## src/hdl/isled_pkg.sv

```systemverilog
// package for the ignition switch and front-panel led block
// assumes a 200 MHz controller clock; all timings below derive from it
package isled_pkg;
   // clock rate and printed times, in their own units
   localparam int unsigned CLK_HZ = 200_000_000;
   localparam int unsigned CYC_PER_MS = CLK_HZ / 1000;
   localparam int unsigned IGN_MIN_MS = 1000;
   localparam int unsigned IGN_MAX_MS = 10000;
   // flash half-periods, fast is four times the slow rate
   localparam int unsigned SLOW_HALF_MS = 500;
   localparam int unsigned FAST_HALF_MS = 125;
   // cycle counts derived from the times (all divide exactly)
   localparam logic [31:0] IGN_MIN_CYC = 32'(CYC_PER_MS * IGN_MIN_MS);
   localparam logic [31:0] IGN_MAX_CYC = 32'(CYC_PER_MS * IGN_MAX_MS);
   localparam logic [31:0] SLOW_HALF_CYC = 32'(CYC_PER_MS * SLOW_HALF_MS);
   localparam logic [31:0] FAST_HALF_CYC = 32'(CYC_PER_MS * FAST_HALF_MS);
   // number of ignition coil outputs watched
   localparam int COIL_NUM = 2;

   // synchronised switch position, not debounced
   typedef enum logic [1:0] {POS_RUN, POS_STOP, POS_IGNITE} isled_pos_e;

   // controller state seen by this block
   typedef struct packed {
      logic ready;
      logic lockout;
      logic running;
      logic alarm;
      logic warning;
      logic waiting;
   } isled_ctrl_s;

   // one-cycle requests towards the controller state machine
   typedef struct packed {
      logic startup;
      logic lockout;
      logic stop_alarm;
      logic stuck_alarm;
      logic ack;
   } isled_req_s;

   // led board drive, high means lit
   typedef struct packed {
      logic red;
      logic amber;
      logic green;
      logic main;
      logic pilot;
      logic igniting;
   } isled_leds_s;
endpackage

```

## src/hdl/isled_top.sv

```systemverilog
// ignition switch decoding and front-panel led drive
// assumes switch pins are asynchronous; controller inputs share clk_in
//
// What this block does
// with front panel disabled, ignore switch and drive leds off.
// stop position forces lockout and stop alarm; run alone does nothing.
// ignite under 1s ignored; 1s to 10s starts up only from ready.
// ignite held over 10s forces lockout and raises switch-stuck alarm.
// in lockout, run then stop then run acknowledges, returning to ready.
// status solid red when stopped in ready.
// status slow red flash when stopped with an alarm.
// status fast red flash when stopped in lockout.
// status solid amber when running with warnings and no waits.
// status slow amber flash when running with waits and warnings.
// status solid green when running with no waits or warnings.
// status slow green flash when running with waits and no warnings.
// main led follows the safety shutoff valve outputs.
// pilot led follows the pilot valve output.
// igniting led lit while any ignition coil is energized.
// fixed slow and fast flash periods, fast at least twice slow.
// hold timer runs while in ignite; decision on release or at 10s.
module isled_top #(
   parameter logic [31:0] IGN_MIN = isled_pkg::IGN_MIN_CYC,
   parameter logic [31:0] IGN_MAX = isled_pkg::IGN_MAX_CYC,
   parameter logic [31:0] SLOW_HALF = isled_pkg::SLOW_HALF_CYC,
   parameter logic [31:0] FAST_HALF = isled_pkg::FAST_HALF_CYC
) (
   input wire logic clk_in,
   input wire logic rstn_in,
   input wire logic front_panel_enable_in,
   input wire logic sw_stop_in,
   input wire logic sw_ignite_in,
   input wire isled_pkg::isled_ctrl_s ctrl_in,
   input wire logic safety_shutoff_valves_in,
   input wire logic pilot_valve_in,
   input wire logic [isled_pkg::COIL_NUM-1:0] coil_on_in,
   output isled_pkg::isled_req_s req_out,
   output isled_pkg::isled_leds_s leds_out
);
   logic stop_s1_r, stop_s2_r, ign_s1_r, ign_s2_r;
   isled_pkg::isled_pos_e pos_r, pos_nxt;
   logic [31:0] ign_cnt_r, ign_cnt_nxt;
   logic armed_r, armed_nxt, seen_stop_r, seen_stop_nxt;
   isled_pkg::isled_req_s req_r, req_nxt;
   logic [31:0] slow_cnt_r, slow_cnt_nxt, fast_cnt_r, fast_cnt_nxt;
   logic slow_ph_r, slow_ph_nxt, fast_ph_r, fast_ph_nxt;
   isled_pkg::isled_leds_s leds_r, leds_nxt;
   logic en, release_ev, held_ok;

   // two-stage synchronisers for the switch pins
   always_ff @(posedge clk_in) begin
      if (!rstn_in) begin
         stop_s1_r <= 1'h0;
         stop_s2_r <= 1'h0;
         ign_s1_r <= 1'h0;
         ign_s2_r <= 1'h0;
      end else begin
         stop_s1_r <= sw_stop_in;
         stop_s2_r <= stop_s1_r;
         ign_s1_r <= sw_ignite_in;
         ign_s2_r <= ign_s1_r;
      end
   end

   assign en = front_panel_enable_in;
   assign release_ev = (pos_r == isled_pkg::POS_IGNITE) && (pos_nxt != isled_pkg::POS_IGNITE);
   assign held_ok = (ign_cnt_r >= IGN_MIN) && (ign_cnt_r < IGN_MAX);

   // switch decoding, hold timer and lockout acknowledge
   always_comb begin
      // stop wins if both contacts read closed, the safe reading
      if (stop_s2_r) begin
         pos_nxt = isled_pkg::POS_STOP;
      end else if (ign_s2_r) begin
         pos_nxt = isled_pkg::POS_IGNITE;
      end else begin
         pos_nxt = isled_pkg::POS_RUN;
      end
      ign_cnt_nxt = 32'h0;
      armed_nxt = armed_r;
      seen_stop_nxt = seen_stop_r;
      req_nxt = '0;
      case (pos_r)
         isled_pkg::POS_IGNITE: begin
            // hold timer runs
            if (ign_cnt_r != IGN_MAX) begin
               ign_cnt_nxt = ign_cnt_r + 32'h1;
            end else begin
               ign_cnt_nxt = ign_cnt_r;
            end
         end
         isled_pkg::POS_RUN, isled_pkg::POS_STOP: ign_cnt_nxt = 32'h0;
         default: ign_cnt_nxt = 32'h0;
      endcase
      // stop forces lockout
      if (pos_r != isled_pkg::POS_STOP && pos_nxt == isled_pkg::POS_STOP) begin
         req_nxt.lockout = 1'h1;
         req_nxt.stop_alarm = 1'h1;
      end
      // stuck switch fires once
      if (pos_r == isled_pkg::POS_IGNITE && pos_nxt == isled_pkg::POS_IGNITE
          && ign_cnt_r == IGN_MAX - 32'h1) begin
         req_nxt.lockout = 1'h1;
         req_nxt.stuck_alarm = 1'h1;
      end
      // startup on release
      if (release_ev && held_ok && ctrl_in.ready && !ctrl_in.lockout) begin
         req_nxt.startup = 1'h1;
      end
      // run, stop, run sequence in lockout
      if (!ctrl_in.lockout) begin
         armed_nxt = 1'h0;
         seen_stop_nxt = 1'h0;
      end else if (pos_r == isled_pkg::POS_RUN && !seen_stop_r) begin
         armed_nxt = 1'h1;
      end else if (pos_r == isled_pkg::POS_STOP && armed_r) begin
         seen_stop_nxt = 1'h1;
      end
      if (ctrl_in.lockout && seen_stop_r && pos_r == isled_pkg::POS_STOP
          && pos_nxt == isled_pkg::POS_RUN) begin
         req_nxt.ack = 1'h1;
         armed_nxt = 1'h0;
         seen_stop_nxt = 1'h0;
      end
      // switch ignored when disabled
      if (!en) begin
         req_nxt = '0;
         ign_cnt_nxt = 32'h0;
         armed_nxt = 1'h0;
         seen_stop_nxt = 1'h0;
      end
   end

   always_ff @(posedge clk_in) begin
      if (!rstn_in) begin
         pos_r <= isled_pkg::POS_RUN;
         ign_cnt_r <= 32'h0;
         armed_r <= 1'h0;
         seen_stop_r <= 1'h0;
         req_r <= '0;
      end else begin
         pos_r <= pos_nxt;
         ign_cnt_r <= ign_cnt_nxt;
         armed_r <= armed_nxt;
         seen_stop_r <= seen_stop_nxt;
         req_r <= req_nxt;
      end
   end

   // flash dividers and led drive
   always_comb begin
      // free-running flash phases
      slow_cnt_nxt = slow_cnt_r + 32'h1;
      slow_ph_nxt = slow_ph_r;
      if (slow_cnt_r == SLOW_HALF - 32'h1) begin
         slow_cnt_nxt = 32'h0;
         slow_ph_nxt = !slow_ph_r;
      end
      fast_cnt_nxt = fast_cnt_r + 32'h1;
      fast_ph_nxt = fast_ph_r;
      if (fast_cnt_r == FAST_HALF - 32'h1) begin
         fast_cnt_nxt = 32'h0;
         fast_ph_nxt = !fast_ph_r;
      end
      leds_nxt = '0;
      if (!ctrl_in.running) begin
         // lockout flashes fast, highest stopped priority
         if (ctrl_in.lockout) begin
            leds_nxt.red = fast_ph_r;
         // alarm flashes slow
         end else if (ctrl_in.alarm) begin
            leds_nxt.red = slow_ph_r;
         // ready shows solid
         end else if (ctrl_in.ready) begin
            leds_nxt.red = 1'h1;
         end
      end else if (ctrl_in.warning) begin
         // amber on warnings
         leds_nxt.amber = ctrl_in.waiting ? slow_ph_r : 1'h1;
      end else begin
         // green otherwise
         leds_nxt.green = ctrl_in.waiting ? slow_ph_r : 1'h1;
      end
      // main valve indicator
      leds_nxt.main = safety_shutoff_valves_in;
      // pilot valve indicator
      leds_nxt.pilot = pilot_valve_in;
      // any coil lights it
      leds_nxt.igniting = |coil_on_in;
      // board unused when disabled
      if (!en) begin
         leds_nxt = '0;
      end
   end

   always_ff @(posedge clk_in) begin
      if (!rstn_in) begin
         slow_cnt_r <= 32'h0;
         fast_cnt_r <= 32'h0;
         slow_ph_r <= 1'h0;
         fast_ph_r <= 1'h0;
         leds_r <= '0;
      end else begin
         slow_cnt_r <= slow_cnt_nxt;
         fast_cnt_r <= fast_cnt_nxt;
         slow_ph_r <= slow_ph_nxt;
         fast_ph_r <= fast_ph_nxt;
         leds_r <= leds_nxt;
      end
   end

   assign req_out = req_r;
   assign leds_out = leds_r;
endmodule // isled_top

```

## config.mk

```make
export PLATFORM = sky130hd
export DESIGN_NAME = isled_top
export DESIGN_NICKNAME = d
export VERILOG_FILES = /design/src/hdl/isled_pkg.sv /design/src/hdl/isled_top.sv
export SDC_FILE = /design/constraint.sdc
export NUM_CORES = 1
export LEC_CHECK = 0
export BUFFER_PORTS_ARGS = -buffer_cell sky130_fd_sc_hd__buf_2
export CAP_MARGIN = 10
export CORE_UTILIZATION = 60
export CTS_CLUSTER_DIAMETER = 200
export DETAILED_ROUTE_END_ITERATION = 16
export PLACE_DENSITY_LB_ADDON = 0.2
export SLEW_MARGIN = 20
export SYNTH_ARGS = -nofsm -noshare
export SYNTH_HDL_FRONTEND = slang
export SYNTH_SLANG_ARGS = --single-unit
```

## constraint.sdc

```tcl
create_clock -name clk_in -period 2.36 [get_ports clk_in]
set_clock_uncertainty 0.15 [all_clocks]
set_input_delay 0.472 -clock clk_in [delete_from_list [all_inputs] [get_ports clk_in]]
set_output_delay 0.472 -clock clk_in [all_outputs]
set_load 0.1 [all_outputs]
```

==> results.sh <==
export IMPL_drt_total_wl_mm=12.8
export IMPL_die_h_um=97.6
export IMPL_arrival_ns=2.52
export IMPL_cap_violations=0
export IMPL_syn2layout_area_growth_pct=17.7
export IMPL_cts_setup_buffers=0
export IMPL_drc=0
export IMPL_grt_max_degree=31
export IMPL_finalCritPeriodShare_pct=94.4
export IMPL_path_max_fanout=14
export IMPL_synth_warnings=0
export IMPL_seq_area_frac_synth_pct=42.7
export IMPL_cts_tree="yes"
export IMPL_synth_top_area_share_pct=42.7
export IMPL_cts_buffer_depth=2
export IMPL_gr_usage_all_layers_pct=28.1
export IMPL_grt_pass1_wl_mm=22.1
export IMPL_ff2ff_setup_slack_ns=0.13
export IMPL_max_slew_margin_pct=65.3
export IMPL_r2r_end="slow_cnt_r[28]"
export IMPL_die_width_um=97.6
export IMPL_row_count=34
export IMPL_place_congestion=0.913
export IMPL_cts_sinks=117
export IMPL_critPathCaptureType="flop"
export IMPL_synth_nets=666
export IMPL_ff2ff_path_depth=4
export IMPL_hp_class="primary input to flop"
export IMPL_ys_types=47
export IMPL_path_class="flop to flop"
export IMPL_worstHoldPathCells=2
export IMPL_syn_area_um2=5480
export IMPL_async_flop_share_pct=0
export IMPL_antenna_found_initial=0
export IMPL_cellLeakagePower_nw=2.12
export IMPL_initial_core_util_pct=62.5
export IMPL_period_needed_ns=2.23
export IMPL_postRouteAntennaNets=0
export IMPL_drt_initial_drc_count=321
export IMPL_p_per_area_nw_per_um2=713
export IMPL_diodes=0
export IMPL_cts_root_buffer="clkbuf_8"
export IMPL_ys_seq_elements=117
export IMPL_via_count=5105
export IMPL_vias_per_cell=6.29
export IMPL_routedWlPerCell_um=15.8
export IMPL_hpwl_mm=8.63
export IMPL_finalSetupViolCount=0
export IMPL_yosys_area_top_type="dfxtp_1"
export IMPL_numCtsBuffers=17
export IMPL_fin_setup_tns_ns=0
export IMPL_min_to="leds_out[1]"
export IMPL_syn_instance_count=647
export IMPL_synth_enable_flop_cells=0
export IMPL_pin_count=26
export IMPL_maxSlewViolCount=0
export IMPL_finalNetCount=710
export IMPL_grt_ovfl_total=0
export IMPL_clk_latency_ns=0.51
export IMPL_synth_area_leaders="dfxtp_1 (43%), a21oi_1 (5.0%), or4_1 (4.8%)"
export IMPL_drive_above_1_share_pct=14.5
export IMPL_tightest_slew_ns=0.515
export IMPL_h_tree_depth=4
export IMPL_ys_flop_type="dfxtp_1"
export IMPL_max_clock_freq_mhz=449
export IMPL_hold_violations=0
export IMPL_crit_required_ns=2.66
export IMPL_clk_pin_slew_ns=0.06
export IMPL_avgSynthCellArea_um2=8.47
export IMPL_drtPass1Iterations=5
export IMPL_core_um2=8760
export IMPL_hp_start="pilot_valve_in"
export IMPL_fin_area_um2=6450
export IMPL_crit_path_start_kind="flop"
export IMPL_rsz0062_at_grt="no"
export IMPL_regToRegStartpoint="slow_cnt_r[11]"
export IMPL_status="finished clean"
export IMPL_ir_worst_vdd_uv=459
export IMPL_place_area_um2=5840
export IMPL_grt_pass1_vias=4830
export IMPL_portBuffers=25
export IMPL_dieArea_um2=9520
kinds of logic after synthesis:
kind of cell | share of synthesized area [%]
fa+ha+maj | 0.913
flops | 42.7
buf+inv | 3.56
compound gates | 13.9
xor+xnor | 5.43
mux | 0.913
simple gates | 32.5
state kept, by name, indices dropped and copies added, names as in the netlist:
signal / cells
armed_r: 1
fast_cnt_r: 32
fast_ph_r: 1
ign_cnt_r: 32
ign_s1_r: 1
ign_s2_r: 1
leds_out: 6
pos_r: 2
req_out: 5
seen_stop_r: 1
slow_cnt_r: 32
slow_ph_r: 1
stop_s1_r: 1
stop_s2_r: 1
cells in the final DEF (no fill, tap or decap), types with 3 or more instances in the layout:
master	instances
nor2_1	56
nand2_1	41
and2_1	14
or3_1	18
or3b_2	4
a21oi_1	55
or4_1	32
and3_1	12
nand4_1	35
and4_1	10
clkbuf_16	16
buf_4	30
xor2_1	16
clkinv_4	4
nand3_1	34
inv_1	17
nor4b_1	4
o41ai_1	6
o31ai_1	29
nor4_1	20
mux2i_1	5
buf_2	25
or4_4	3
dfxtp_1	117
ha_1	4
o21ai_0	21
xnor2_1	18
nor2b_1	3
nand2b_1	6
clkinvlp_4	4
nor3_1	12
repair_timing:
item / CTS / global route
hold buffers: 2 / 0
setup endpoints to repair: 0 / 15
resized for setup: 0 / 3
endpoints found under the hold margin: 2 / 0
where the power goes:
| group | internal (mW) | switching [mW] |
|---|---|---|
| sequential | 1.99 | 0.0113 |
| clock | 1.54 | 0.940 |
| combinational | 0.0363 | 0.0789 |
| total | 3.56 | 1.03 |
worst max-delay path, stage by stage (launching register included):
cell	delay [ns]
dfxtp_1	0.47
nand3_2	0.22
or3_1	0.60
or4_1	0.57
a21oi_1	0.15
synthesized netlist by cell type, drive strengths merged, types with 6 or more instances:
master	instances
clkbuf	23
nor3	12
and2	14
nand3	36
nor4	22
nand2b	6
a21oi	55
inv	17
and4	10
o41ai	6
nor2	56
xor2	16
o31ai	30
nand2	41
buf	9
nand4	35
o21ai	22
or3	18
and3	12
xnor2	18
or4	35
dfxtp	117
area by class of cell:
| cell class | count | area (um^2) |
|---|---|---|
| well taps | 108 | 135 |
| clock inverters | 14 | 153 |
| inverters | 17 | 63.8 |
| multi-input cells | 481 | 2960 |
| clock buffers | 18 | 428 |
| fillers | 672 | 2310 |
| repair buffers | 57 | 370 |
| flip-flops and latches | 117 | 2340 |
how the worst max path moves through the flow:
stage / startpoint / end / cells after the start
2_1_floorplan: fast_cnt_r[0] / fast_cnt_r[22] / 6
3_3_place_gp: fast_cnt_r[0] / fast_cnt_r[16] / 6
3_5_place_dp: fast_cnt_r[0] / fast_cnt_r[24] / 5
4_1_cts: ign_cnt_r[7] / ign_cnt_r[30] / 5
5_1_grt: slow_cnt_r[11] / slow_cnt_r[28] / 4
6_report: slow_cnt_r[11] / slow_cnt_r[28] / 4
stage by stage:
| step | instances | total power, mW | hold slack (ns) | utilization [%] | setup slack [ns] |
|---|---|---|---|---|---|
| final | 812 | 4.60 | 0.0536 | 73.6 | 0.131 |
| after CTS | 812 | 4.61 | 0.0349 | 73.5 | 0.0735 |
| after detailed placement | 778 | 2.16 | 0.279 | 66.6 | 0.0995 |
| after global routing | 812 | 4.72 | 0.0387 | 73.6 | 0.00814 |
| after floorplan | 647 | 2.12 | 0.262 | - | 0.232 |
| after global placement | 778 | 2.15 | 0.267 | 66.6 | 0.182 |
layer usage:
layer,vias to the layer above,part of all wire [%],global-route usage [%]
met2,155,48,46.6
li1,2515,-,-
met1,2421,45,36.3
met4,0,0.91,8.60
met5,-,0,0
met3,14,6.0,6.26
Power figures use the tool's default switching activity.
